## config.mk

```make
export PLATFORM = sky130hd
export DESIGN_NAME = sdc_divider_sync
export DESIGN_NICKNAME = d
export VERILOG_FILES = /design/src/rtl/sdc_pkg.sv /design/src/rtl/sdc_divider_sync.sv /design/src/rtl/sdc_duty_regen.sv
export SDC_FILE = /design/constraint.sdc
export NUM_CORES = 1
export LEC_CHECK = 0
export ABC_AREA = 1
export BUFFER_PORTS_ARGS = -buffer_cell sky130_fd_sc_hd__buf_2
export CAP_MARGIN = 20
export CORE_ASPECT_RATIO = 0.75
export CORE_MARGIN = 2
export CORE_UTILIZATION = 40
export DETAILED_ROUTE_END_ITERATION = 10
export GPL_TIMING_DRIVEN = 0
export PLACE_DENSITY = 0.62
export SETUP_SLACK_MARGIN = 0.5
export SKIP_CTS_REPAIR_TIMING = 1
export SLEW_MARGIN = 20
export SYNTH_ARGS = -nofsm -noshare
export SYNTH_HDL_FRONTEND = slang
export SYNTH_SLANG_ARGS = --single-unit
```

## constraint.sdc

```tcl
create_clock -name clock -period 5.3 [get_ports clock]
set_clock_uncertainty 0.15 [all_clocks]
set_input_delay 0.265 -clock clock [delete_from_list [all_inputs] [get_ports clock]]
set_output_delay 0.265 -clock clock [all_outputs]
set_load 0.01 [all_outputs]
```

## src/rtl/sdc_pkg.sv

```systemverilog
package sdc_pkg;

  // ----------------------------------------------------------------
  // clock and timing
  // ----------------------------------------------------------------
  localparam int CLK_MHZ = 100;
  localparam int REGEN_MIN_MHZ = 20;
  // longest input period, in system cycles, that the regenerator still handles
  localparam int REGEN_MAX_PERIOD_CYC = CLK_MHZ / REGEN_MIN_MHZ;
  localparam int RELOCK_MIN_NS = 1500;
  localparam int RELOCK_MAX_NS = 5000;
  localparam int RELOCK_MIN_CYC = (RELOCK_MIN_NS * CLK_MHZ + 999) / 1000;
  localparam int RELOCK_MAX_CYC = (RELOCK_MAX_NS * CLK_MHZ) / 1000;

  // ----------------------------------------------------------------
  // divider
  // ----------------------------------------------------------------
  localparam int DIV_MAX = 8;
  localparam int DIV_W = $clog2(DIV_MAX);

  // ----------------------------------------------------------------
  // register map
  // ----------------------------------------------------------------
  localparam int REG_ADDR_W = 13;
  localparam logic [REG_ADDR_W-1:0] SYNC_CTRL_ADDR = 13'h109;
  localparam int SYNC_EN_BIT = 0;
  localparam int SYNC_ONCE_BIT = 1;
  localparam int SYNC_ARMED_BIT = 2;
  localparam logic [7:0] SYNC_CTRL_RESET = 8'h00;
  localparam logic [7:0] SYNC_CTRL_WMASK = 8'h03;

  typedef enum logic [1:0] {SDC_SYNC_OFF, SDC_SYNC_EVERY, SDC_SYNC_ONCE} sdc_mode_e;

  // realignment mode from the control byte
  function automatic sdc_mode_e sdc_decode_mode(input logic [7:0] ctrl);
    sdc_mode_e m;
    m = SDC_SYNC_OFF;
    if (ctrl[SYNC_EN_BIT])
    begin
      m = ctrl[SYNC_ONCE_BIT] ? SDC_SYNC_ONCE : SDC_SYNC_EVERY;
    end
    return m;
  endfunction

endpackage

```

## src/rtl/sdc_divider_sync.sv

```systemverilog
`timescale 1ns/1ns
// Operation
// - divide sample clock by one to eight
// - external alignment input realigns divider phase
// - control bits pick every-pulse or first-pulse realignment
// - accepted pulse returns divider to initial state
// - regenerate falling edge for half-period high time
// - regeneration off below minimum clock rate
// - sample on divided rising edge, never retimed
module sdc_divider_sync
  import sdc_pkg::*;
(
  input wire logic clock,
  input wire logic resetn,
  input wire logic sample_clk_in,
  input wire logic sync_in,
  input wire logic [sdc_pkg::DIV_W-1:0] div_ratio_m1,
  input wire logic regen_enable,
  input wire logic reg_wr,
  input wire logic reg_rd,
  input wire logic [sdc_pkg::REG_ADDR_W-1:0] reg_addr,
  input wire logic [7:0] reg_wdata,
  output logic [7:0] reg_rdata,
  output logic div_clk_raw,
  output logic sample_strobe,
  output logic div_clk_out,
  output logic regen_locked
);
  import sdc_pkg::*;

  logic clk_q;
  logic sync_q;
  logic in_rise;
  logic sync_rise;
  logic [7:0] ctrl;
  logic armed;
  logic write_hit;
  logic read_hit;
  sdc_mode_e mode;
  logic sync_accept;
  logic [DIV_W-1:0] count;
  logic [DIV_W-1:0] next_count;
  logic [DIV_W-1:0] half;
  logic wrap;
  logic div_rise;

  // ----------------------------------------------------------------
  // input edge detection
  // ----------------------------------------------------------------
  // inputs are already synchronous, so one stage is enough for edges
  always_ff @(posedge clock)
  begin
    if (!resetn)
    begin
      clk_q <= 1'b0;
      sync_q <= 1'b0;
    end
    else
    begin
      clk_q <= sample_clk_in;
      sync_q <= sync_in;
    end
  end

  assign in_rise = sample_clk_in && !clk_q;
  // a long alignment level counts once, on its leading edge
  assign sync_rise = sync_in && !sync_q;

  // ----------------------------------------------------------------
  // control register
  // ----------------------------------------------------------------
  assign write_hit = reg_wr && (reg_addr == SYNC_CTRL_ADDR);
  assign read_hit = reg_rd && (reg_addr == SYNC_CTRL_ADDR);

  // only the two mode bits are stored; bit 2 reads the armed flag, the rest read as zero
  always_ff @(posedge clock)
  begin
    if (!resetn)
    begin
      ctrl <= SYNC_CTRL_RESET;
    end
    else if (write_hit)
    begin
      ctrl <= reg_wdata & SYNC_CTRL_WMASK;
    end
  end

  // readback carries the armed flag so software sees a consumed one-shot
  always_ff @(posedge clock)
  begin
    if (!resetn)
    begin
      reg_rdata <= 8'h00;
    end
    else if (read_hit)
    begin
      reg_rdata <= ctrl | (8'(armed) << SYNC_ARMED_BIT);
    end
    else
    begin
      reg_rdata <= 8'h00;
    end
  end

  assign mode = sdc_decode_mode(ctrl);

  // ----------------------------------------------------------------
  // alignment acceptance
  // ----------------------------------------------------------------
  assign sync_accept = sync_rise &&
    ((mode == SDC_SYNC_EVERY) || ((mode == SDC_SYNC_ONCE) && armed));

  // a write re-arms; it wins over a pulse consumed in the same cycle
  always_ff @(posedge clock)
  begin
    if (!resetn)
    begin
      armed <= 1'b0;
    end
    else if (write_hit)
    begin
      armed <= 1'b1;
    end
    else if (sync_accept && (mode == SDC_SYNC_ONCE))
    begin
      armed <= 1'b0;
    end
  end

  // ----------------------------------------------------------------
  // integer divider
  // ----------------------------------------------------------------
  // a ratio change applies to the interval in progress, a count above it wraps on the next input edge
  assign wrap = (count >= div_ratio_m1);
  assign next_count = wrap ? '0 : count + 1'b1;
  assign half = div_ratio_m1 >> 1;
  assign div_rise = in_rise && !sync_accept && wrap;

  // initial state parks the count on its last step so the first input
  // edge after alignment is always the divided edge
  always_ff @(posedge clock)
  begin
    if (!resetn)
    begin
      count <= '0;
    end
    else
    begin
      case (1'b1)
        sync_accept:
        begin
          count <= div_ratio_m1;
        end
        in_rise:
        begin
          count <= next_count;
        end
        default:
        begin
          count <= count;
        end
      endcase
    end
  end

  // raw divided clock, high for the first half of the count
  always_ff @(posedge clock)
  begin
    if (!resetn)
    begin
      div_clk_raw <= 1'b0;
    end
    else if (sync_accept)
    begin
      div_clk_raw <= 1'b0;
    end
    else if (div_ratio_m1 == '0)
    begin
      div_clk_raw <= sample_clk_in;
    end
    else if (in_rise)
    begin
      div_clk_raw <= (next_count <= half);
    end
  end

  // one pulse per divided rising edge, the point where a sample is taken
  always_ff @(posedge clock)
  begin
    if (!resetn)
    begin
      sample_strobe <= 1'b0;
    end
    else
    begin
      sample_strobe <= div_rise;
    end
  end

  // ----------------------------------------------------------------
  // duty-cycle regenerator
  // ----------------------------------------------------------------
  sdc_duty_regen #(
    .PERIOD_W(8)
  ) u_duty_cycle_regenerator (
    .clock(clock),
    .resetn(resetn),
    .rise(div_rise),
    .raw_clk(div_clk_raw),
    .enable(regen_enable),
    .clk_out(div_clk_out),
    .locked(regen_locked)
  );
endmodule

```

## src/rtl/sdc_duty_regen.sv

```systemverilog
`timescale 1ns/1ns
module sdc_duty_regen
  import sdc_pkg::*;
#(
  parameter int PERIOD_W = 8
)
(
  input wire logic clock,
  input wire logic resetn,
  input wire logic rise,
  input wire logic raw_clk,
  input wire logic enable,
  output logic clk_out,
  output logic locked
);
  localparam logic [PERIOD_W-1:0] PMAX = {PERIOD_W{1'b1}};
  localparam logic [PERIOD_W-1:0] PERIOD_LIMIT = PERIOD_W'(REGEN_MAX_PERIOD_CYC);
  localparam logic [PERIOD_W-1:0] PERIOD_FLOOR = PERIOD_W'(2);
  localparam logic [15:0] LOCK_CYC = 16'(RELOCK_MIN_CYC);

  logic [PERIOD_W-1:0] pcnt;
  logic [PERIOD_W-1:0] period;
  logic [PERIOD_W-1:0] hcnt;
  logic [PERIOD_W-1:0] new_period;
  logic [15:0] stable_cnt;
  logic regen_q;
  logic use_regen;

  assign new_period = (pcnt == PMAX) ? PMAX : pcnt + 1'b1;

  // ----------------------------------------------------------------
  // period measurement, saturating so a clock slower than PMAX cycles reads as PMAX
  // ----------------------------------------------------------------
  always_ff @(posedge clock)
  begin
    if (!resetn)
    begin
      pcnt <= '0;
      period <= PMAX;
    end
    else if (rise)
    begin
      pcnt <= '0;
      period <= new_period;
    end
    else if (pcnt != PMAX)
    begin
      pcnt <= pcnt + 1'b1;
    end
  end

  // regenerated high phase: rises with the divided edge, falls at half period
  always_ff @(posedge clock)
  begin
    if (!resetn)
    begin
      hcnt <= '0;
      regen_q <= 1'b0;
    end
    else if (rise)
    begin
      hcnt <= '0;
      regen_q <= 1'b1;
    end
    else
    begin
      if (hcnt != PMAX)
      begin
        hcnt <= hcnt + 1'b1;
      end
      if ((hcnt + 1'b1) >= (period >> 1))
      begin
        regen_q <= 1'b0;
      end
    end
  end

  // loop lock: a changed period restarts the settle time
  always_ff @(posedge clock)
  begin
    if (!resetn)
    begin
      stable_cnt <= '0;
    end
    else if (rise && (new_period != period))
    begin
      stable_cnt <= '0;
    end
    else if (stable_cnt < LOCK_CYC)
    begin
      stable_cnt <= stable_cnt + 1'b1;
    end
  end

  assign locked = (stable_cnt >= LOCK_CYC);
  // too slow for the loop: the raw divided clock passes untouched
  assign use_regen = enable && locked && (period <= PERIOD_LIMIT) && (period >= PERIOD_FLOOR);
  // the rising edge is common to both sources, only the falling edge moves
  assign clk_out = use_regen ? regen_q : raw_clk;
endmodule

```

; ---- Word level (Yosys, flattened, before mapping)
; Cells that the tools add are included.
[word_totals]
reg_bits = 59
latchBits = 0
mem_bits_rw = 0
rom_bits = 0
input_bits = 31
memories = 0
[classes]
n_addsub = 4
multipliers = 0
div = 0
order_cmp = 7
n_eq_ne = 7
shifts = 0
muxes = 13
bitwise = 2
n_reduce_logical = 26
[op_table]
columns = operator, n
row1 = $add A16 B1 Y16 const B, 1
row2 = $add A8 B1 Y8 const B, 2
row3 = $ge A16 B8 Y1 const B, 1
row4 = $lt A16 B8 Y1 const B, 1
row5 = $ne A8 B8 Y1 const B, 2
row6 = $eq A13 B9 Y1 const B, 1
row7 = $logic_and A1 B1 Y1, 13
row8 = $mux W3, 3
row9 = $eq A8 B8 Y1 const B, 1
row10 = $ge A8 B2 Y1 const B, 1
row11 = $ge A8 B7 Y1, 1
row12 = $le A8 B3 Y1 const B, 1
row13 = $mux W8, 1
row14 = $ne A8 B8 Y1, 1
row15 = $reduce_bool A2 Y1, 4
row16 = $mux W1, 7
row17 = $reduce_or A2 Y1, 3
row18 = $mux W2, 2
row19 = $add A3 B1 Y3 const B, 1
row20 = $ge A3 B3 Y1, 1
row21 = $le A3 B2 Y1, 1
row22 = $logic_not A1 Y1, 3
row23 = $logic_not A3 Y1, 1
row24 = $or A2 B3 Y3, 1
row25 = 5 further kinds, 5

; ---- Longest topological paths before layout
; Gate-level depths: netlist of the first run.
[depth]
depth_word = 11
ltp_mapped = 14
depth_no_buf = 14

; ---- Modules after synthesis
; Synthesis of the first run repeated with hierarchy kept, for this count alone.
[unflattened]
hier_cells = 451
hier_area_um2 = 3104.2
[modules_own_cells]
columns = mod, instances, cells_each, area_per_inst_um2, seq_area_each_um2
row1 = sdc_duty_regen, 1, 314, 2222.1, 820.8
row2 = sdc_divider_sync, 1, 137, 882.1, 260.2

; ---- Worst setup path after synthesis of the first run
; Ideal clock, no wire load.
[synth_timing]
path_kind = in2reg
startpoint = input port div_ratio_m1[2] (netlist name)
endpoint = register div_clk_raw
setup_ns = 0.074
arrival_time_ns = 1.845
t_required_ns = 5.076
slack_ns = 3.231
path_stages = 13
n_path_buf = 0
cell_sequence = inv_1 -> ha_1 -> a21oi_1 -> nand2_1 -> a31oi_1 -> inv_1 -> nor2_1 -> inv_1 -> ha_1 -> nand2_1 -> a21oi_1 -> nand2_1 -> a31oi_1
[synth_between]
elab_chain_cells = 5
word_cells_on_any_way = 7
[synth_rtl]
columns = item, line_no
row1 = start: declaration, sdc_divider_sync.sv:17  ; input wire logic [sdc_pkg::DIV_W-1:0] div_ratio_m1,
row2 = $ge A3 B3 Y1, sdc_divider_sync.sv:134  ; assign wrap = (count >= div_ratio_m1);
row3 = $mux W3, sdc_divider_sync.sv:135  ; assign next_count = wrap ? '0 : count + 1'b1;
row4 = $le A3 B2 Y1, sdc_divider_sync.sv:183  ; div_clk_raw <= (next_count <= half);
row5 = $mux W1, sdc_divider_sync.sv:181  ; else if (in_rise)
row6 = $mux W1, sdc_divider_sync.sv:177  ; else if (div_ratio_m1 == '0)
row7 = end signal: assignment, sdc_divider_sync.sv:179  ; div_clk_raw <= sample_clk_in;
row8 = end signal: assignment, sdc_divider_sync.sv:183
row9 = end: declaration, sdc_divider_sync.sv:24  ; output logic div_clk_raw,
; Parallel ways exist; a longest one is shown, timed or not. The select of a mux whose other input is x is not followed.
; A chain may end at the register's enable or synchronous reset.

; ---- Worst setup path after layout of the first run
[layout_timing]
startpoint = register count[2]
endpoint = register div_clk_raw
[layout_between]
elab_chain_cells = 5
word_cells_on_any_way = 6
[layout_rtl]
columns = item, line_no
row1 = start: declaration, sdc_divider_sync.sv:41  ; logic [DIV_W-1:0] count;
row2 = start signal: assignment, sdc_divider_sync.sv:152  ; count <= div_ratio_m1;
row3 = start signal: assignment, sdc_divider_sync.sv:156  ; count <= next_count;
row4 = start signal: assignment, sdc_divider_sync.sv:160  ; count <= count;
row5 = $add A3 B1 Y3 / $ge A3 B3 Y1 (equally long branches), "sdc_divider_sync.sv:135, sdc_divider_sync.sv:134"
row6 = $mux W3 (*), sdc_divider_sync.sv:135
row7 = $le A3 B2 Y1 (*), sdc_divider_sync.sv:183
row8 = $mux W1 (*), sdc_divider_sync.sv:181
row9 = $mux W1 (*), sdc_divider_sync.sv:177
; Mark *: on every way between the ends. The rest lies on a longest branch, timed or not. The select of a mux whose other input is x is not followed.

==> results.sh, run 1 <==
export IMPL_crit_path_start="count[2]"
export IMPL_totalWireLength_um=6320
export IMPL_setup_viol_count_final=0
export IMPL_synth_area_um2=3040
export IMPL_hp_start="sample_clk_in"
export IMPL_grtUsageTotal=0.160
export IMPL_yosysSeqAreaShare=0.355
export IMPL_crit_type="reg2reg"
export IMPL_dieArea_um2=8330
export IMPL_cts_buffer_depth=2
export IMPL_r2r_start="count[2]"
export IMPL_synthArstFlopShare=0
export IMPL_cts_sinks=54
export IMPL_area_growth_pct=13.3
export IMPL_pre_cts_ws_ns=2.86
export IMPL_finalNetCount=510
export IMPL_startpoint_type="flip-flop"
export IMPL_layout_drive_gt1_share=0.177
export IMPL_drt_iter0_drc=123
export IMPL_via_per_inst=4.60
export IMPL_p_leak_nw=1.71
export IMPL_io_pins=43
export IMPL_p_per_area_nw_per_um2=240
export IMPL_clkTransAtPathRegs_ns=0.10
export IMPL_rows=27
export IMPL_die_h_um=79.6
export IMPL_layout_min_cycle_time_ns=2.39
export IMPL_cts_root_buf="clkbuf_8"
export IMPL_grt_max_degree=17
export IMPL_yosysWarnings=0
export IMPL_critPathRequiredTime_ns=5.40
export IMPL_end_kind="flip-flop"
export IMPL_drc=0
export IMPL_numPortBuffers=31
export IMPL_hpwl_um=4800
export IMPL_start_util=0.413
export IMPL_cts_max_level=2
export IMPL_diodes=0
export IMPL_fin_tns_setup_ns=0
export IMPL_slew_viol_final=0
export IMPL_clock_latency_ns=0.31
export IMPL_grt_pass1_wl_um=10900
export IMPL_rsz0062_at_grt="false"
export IMPL_ant_nets=0
export IMPL_firstDrtPassIters=4
export IMPL_grt_pass1_vias=2373
export IMPL_finalCritPeriodShare=0.450
export IMPL_drv_cap=0
export IMPL_finalHoldViolations=0
export IMPL_synth_cell_types=34
export IMPL_synth_cells=420
export IMPL_setup_slack_ns=2.91
export IMPL_hold_path_class="in2reg"
export IMPL_rrSetupSlack_ns=2.91
export IMPL_place_congestion=0.858
export IMPL_cp_max_fo=4
export IMPL_whs_path_depth=3
export IMPL_antenna_found_initial=0
export IMPL_vdd_ir_drop_max_v=0.000101
export IMPL_regToRegEndpoint="div_clk_raw"
export IMPL_cts_buffers_inserted=5
export IMPL_ys_ff_latch=54
export IMPL_grt_ovfl_total=0
export IMPL_synth_area_per_cell_um2=7.25
export IMPL_reg2reg_depth=12
export IMPL_arrival_ns=2.48
export IMPL_route_vias_total=2594
export IMPL_die_w_um=105
export IMPL_status="complete, no violations"
export IMPL_synth_edf_count=0
export IMPL_power_mw=0.829
export IMPL_max_clock_freq_ghz=0.419
export IMPL_holdPathEnd="clk_q"
export IMPL_cts_tree="done"
export IMPL_core_area_um2=7360
export IMPL_synthFlopType="dfxtp_1"
export IMPL_wl_per_cell_um=11.2
state kept, by name (all words and copies together) (netlist names), 2 cells and up:
name,count
count,3
u_duty_cycle_regenerator.stable_cnt,16
u_duty_cycle_regenerator.pcnt,8
ctrl,2
u_duty_cycle_regenerator.hcnt,8
u_duty_cycle_regenerator.period,8
reg_rdata,3
how the worst max path moves through the flow:
| stage | slack (ns) | to |
|---|---|---|
| after detailed placement | 2.86 | div_clk_raw |
| after global placement | 2.92 | div_clk_raw |
| after CTS | 2.94 | div_clk_raw |
| after global routing | 2.62 | div_clk_raw |
| final | 2.91 | div_clk_raw |
| after floorplan | 3.23 | div_clk_raw |
power breakdown:
part | total, mW | internal (mW) | switching, mW
Combinational | 0.115 | 0.0466 | 0.0688
Clock | 0.276 | 0.139 | 0.137
Sequential | 0.437 | 0.422 | 0.0158
logic make-up (layout without fill, tap and decap cells):
family,count (synthesis),after routing,share of synthesized area
other,1,5,0.00123
XOR/XNOR,15,15,0.0432
adder cells (fa/ha/maj),17,17,0.0699
AO/OA/AOI/OAI,55,55,0.119
flip-flops,54,54,0.355
buffers and inverters,91,130,0.127
AND/OR/NAND/NOR,187,187,0.284
stage by stage:
step | util | cells | cell area, um^2 | hold slack, ns
finish | 0.468 | 564 | 3450 | 0.0211
floorplan | - | 424 | 3060 | 0.208
detailed placement | 0.454 | 556 | 3340 | 0.285
global placement | 0.454 | 556 | 3340 | 0.280
global route | 0.468 | 564 | 3450 | 0.0207
CTS | 0.468 | 564 | 3450 | 0.0194
cell usage after synthesis, types with 3 or more instances:
master    instances  share of area
nand2_1          85           0.10
inv_1            76          0.094
dfxtp_1          54           0.36
nor2_1           45          0.055
nand3_1          20          0.033
a21oi_1          17          0.028
ha_1             17          0.070
o21ai_0          13          0.021
nand4_1          12          0.025
a21oi_2          10          0.029
xor2_1           10          0.029
a22oi_1           7          0.017
nor2_2            6          0.012
buf_4             5          0.012
xnor2_1           5          0.014
buf_2             4         0.0066
a31oi_1           3         0.0062
buf_6             3          0.011
nand2_2           3         0.0062
nand3b_1          3         0.0074
nor2_4            3          0.011
nor3_1            3         0.0049
critical path: stages (launching register included):
cell      delay [ns]
dfxtp_1         0.40
ha_1            0.28
a21oi_1         0.15
nand2_1         0.07
a31oi_1         0.31
inv_1           0.10
nor2_1          0.14
ha_1            0.26
inv_1           0.06
o21bai_1        0.07
a21oi_1         0.15
nand2_1         0.08
a31oi_1         0.12
cells in the final DEF, fill, tap and decap left out, types with 6 or more instances in the layout:
cell type / count
inv_1: 76
nand4_1: 12
a21oi_2: 10
ha_1: 17
nand3_1: 20
nor2_1: 45
buf_2: 35
a22oi_1: 7
a21oi_1: 17
nand2_1: 85
dfxtp_1: 54
xor2_1: 10
o21ai_0: 13
nor2_2: 6
cell type report:
class                   count  area [um^2]
inverters                  79          297
clock buffers               5         68.8
repair buffers             31          155
well taps                 101          126
flip-flops and latches     54         1080
clock inverters             3         40.0
multi-input cells         279         1590
fillers                   790         3920
plain buffers              12         91.3
layer usage:
metal	vias to the layer above	global-route usage	part of all wire
li1	1399	-	-
met1	1145	0.226	0.54
met2	48	0.253	0.42
met3	2	0.0367	0.039
met4	0	0.0280	0.0036
met5	-	0	0
No activity file was read; power rests on OpenSTA's default activity.
==> inputs of run 2 (changes only) <==
- clock period: 5.3 -> 2.2 ns (I/O delays scaled with it)
==> run 2 against run 1 <==
Against the previous run:
- the flow now finishes with violations (hold timing)
- combinational power grew to 3.4 times the previous value
- via count grew 6.9%
- die area is the same
- clock power grew 100%
- count of clock-buffer cells in the layout grew 1
- worst setup slack lost 2.8 ns
- flip-flop and latch count is the same
- register-to-register slack lost 2.8 ns
- cell count grew 5.0%
- fmax grew 15%
- utilization grew 7.2 points
- highest routed layer unchanged
==> results.sh, run 2 (synthesis gave the netlist of run 1 again) <==
export IMPL_status="finished, violations left"
export IMPL_violations="hold timing"
export IMPL_regToRegEndpoint="div_clk_raw"
export IMPL_hpwl_um=4750
export IMPL_cts_buffers_inserted=5
export IMPL_grtUsageTotal=0.161
export IMPL_firstDrtPassIters=4
export IMPL_place_congestion=0.880
export IMPL_use_met3=0.0278
export IMPL_largest_register_ff_count=16
export IMPL_cts_tree="done"
export IMPL_antenna_found_initial=0
export IMPL_use_met1=0.218
export IMPL_worst_path_stages=12
export IMPL_p_leak_nw=1.88
export IMPL_worstSetupEndpoint="div_clk_raw"
export IMPL_finalNetCount=538
export IMPL_setup_viol_count_final=0
export IMPL_stdcell_area_um2=3980
export IMPL_clock_latency_ns=0.31
export IMPL_die_w_um=105
export IMPL_cp_slowest_cell="dfxtp_4"
export IMPL_cts_max_level=2
export IMPL_use_met2=0.267
export IMPL_hold_path_class="in2reg"
export IMPL_cts_buffer_depth=2
export IMPL_dieArea_um2=8330
export IMPL_path_buf_inv=2
export IMPL_cts_sinks=54
export IMPL_cpPeakStageDelay_ns=0.37
export IMPL_crit_type="reg2reg"
export IMPL_rrSetupSlack_ns=0.12
export IMPL_fin_tns_setup_ns=0
export IMPL_finalCritPeriodShare=0.944
export IMPL_vdd_ir_drop_max_v=0.000242
export IMPL_crit_path_start="count[2]"
export IMPL_area_growth_pct=30.8
export IMPL_ant_nets=0
export IMPL_arrival_ns=2.18
export IMPL_grt_max_degree=17
export IMPL_diodes=0
export IMPL_start_util=0.413
export IMPL_core_area_um2=7360
export IMPL_reg2reg_depth=12
export IMPL_power_mw=2.00
export IMPL_numPortBuffers=31
export IMPL_startpoint_type="flip-flop"
export IMPL_drt_iter0_drc=78
export IMPL_wl_per_cell_um=11.7
export IMPL_drv_cap=0
export IMPL_critPathRequiredTime_ns=2.30
export IMPL_slew_viol_final=0
export IMPL_p_per_area_nw_per_um2=503
export IMPL_layout_common_cells="nand2_1 (80), inv_1 (72), dfxtp_1 (43)"
export IMPL_top_register="u_duty_cycle_regenerator.stable_cnt"
export IMPL_drc=0
export IMPL_io_pins=43
export IMPL_layout_min_cycle_time_ns=2.08
export IMPL_grt_pass1_wl_um=11000
export IMPL_max_clock_freq_ghz=0.482
export IMPL_worstPathCellList="ha_4, a21oi_2, nand2_2, a31oi_4, inv_2, nor2_2, ha_1, inv_1, o21bai_1, a21oi_1, nand2_1, a31oi_1"
export IMPL_cp_max_fo=3
export IMPL_final_common_cell="nand2_1"
export IMPL_layout_drive_gt1_share=0.289
export IMPL_route_vias_total=2774
export IMPL_finalHoldViolations=1
export IMPL_grt_pass1_vias=2392
export IMPL_totalWireLength_um=6910
export IMPL_clkTransAtPathRegs_ns=0.10
export IMPL_via_per_inst=4.69
export IMPL_cts_root_buf="clkbuf_8"
export IMPL_dpl_cell_area_um2=3440
export IMPL_cp_top_family="compound AO/OA/AOI/OAI gates"
export IMPL_rows=27
export IMPL_grt_ovfl_total=0
export IMPL_rsz0062_at_grt="true"
export IMPL_die_h_um=79.6
export IMPL_end_kind="flip-flop"
export IMPL_grt_busiest_layer="met2"
export IMPL_r2r_start="count[2]"
export IMPL_final_util=0.541
export IMPL_hold_slack_ns=-0.0322
[run 2: cell count changes in the layout (fill, tap and decap cells not counted), sizes merged]
cell | before | now
clkbuf | 5 | 9
bufinv | 1 | 0
dlygate4sd3 | 0 | 8
buf | 43 | 60
[run 2: worst min-delay path by stage]
stage / from / to / slack (ns) / depth (start not counted)
finish: div_ratio_m1[2] / div_clk_raw / -0.03 / 4
global route: div_ratio_m1[0] / div_clk_raw / 0.007 / 4
CTS: sample_clk_in / clk_q / -0.15 / 3
detailed placement: sample_clk_in / clk_q / 0.18 / 3
global placement: sample_clk_in / clk_q / 0.17 / 3
floorplan: sample_clk_in / clk_q / 0.05 / 2
[run 2: final cells by class]
cell class | count | area (um^2)
Clock inverter | 2 | 13.8
Tap cell | 101 | 126
Multi-Input combinational cell | 279 | 1760
Buffer | 12 | 135
Sequential cell | 54 | 1110
Timing Repair Buffer | 59 | 468
Clock buffer | 6 | 72.6
Inverter | 79 | 299
Fill cell | 741 | 3380
[run 2: routing by layer]
metal	share of wire	wire, um
met3	0.025	171
met2	0.47	3220
met4	0.011	79
met1	0.50	3440
met5	0	0
[run 2: worst register-to-register path: cells and delay by family (launching register included)]
family	cells	cell delay [ns]
flip-flops	1	0.37
buffers and inverters	2	0.14
AND/OR/NAND/NOR	3	0.28
AO/OA/AOI/OAI	5	0.62
adder cells (fa/ha/maj)	2	0.47
[run 2: metrics by stage]
stage               std cells  setup slack, ns
finish                    592            0.123
floorplan                 424            0.243
detailed placement        556           0.0574
global placement          556           0.0746
CTS                       564           0.0470
global route              592          -0.0176
[run 2: power by group]
group          switching, mW  internal (mW)  leakage (nW)
Clock                  0.329          0.226        0.0452
Sequential            0.0414           1.02         0.445
Combinational          0.203          0.187          1.39
Total                  0.574           1.43          1.88
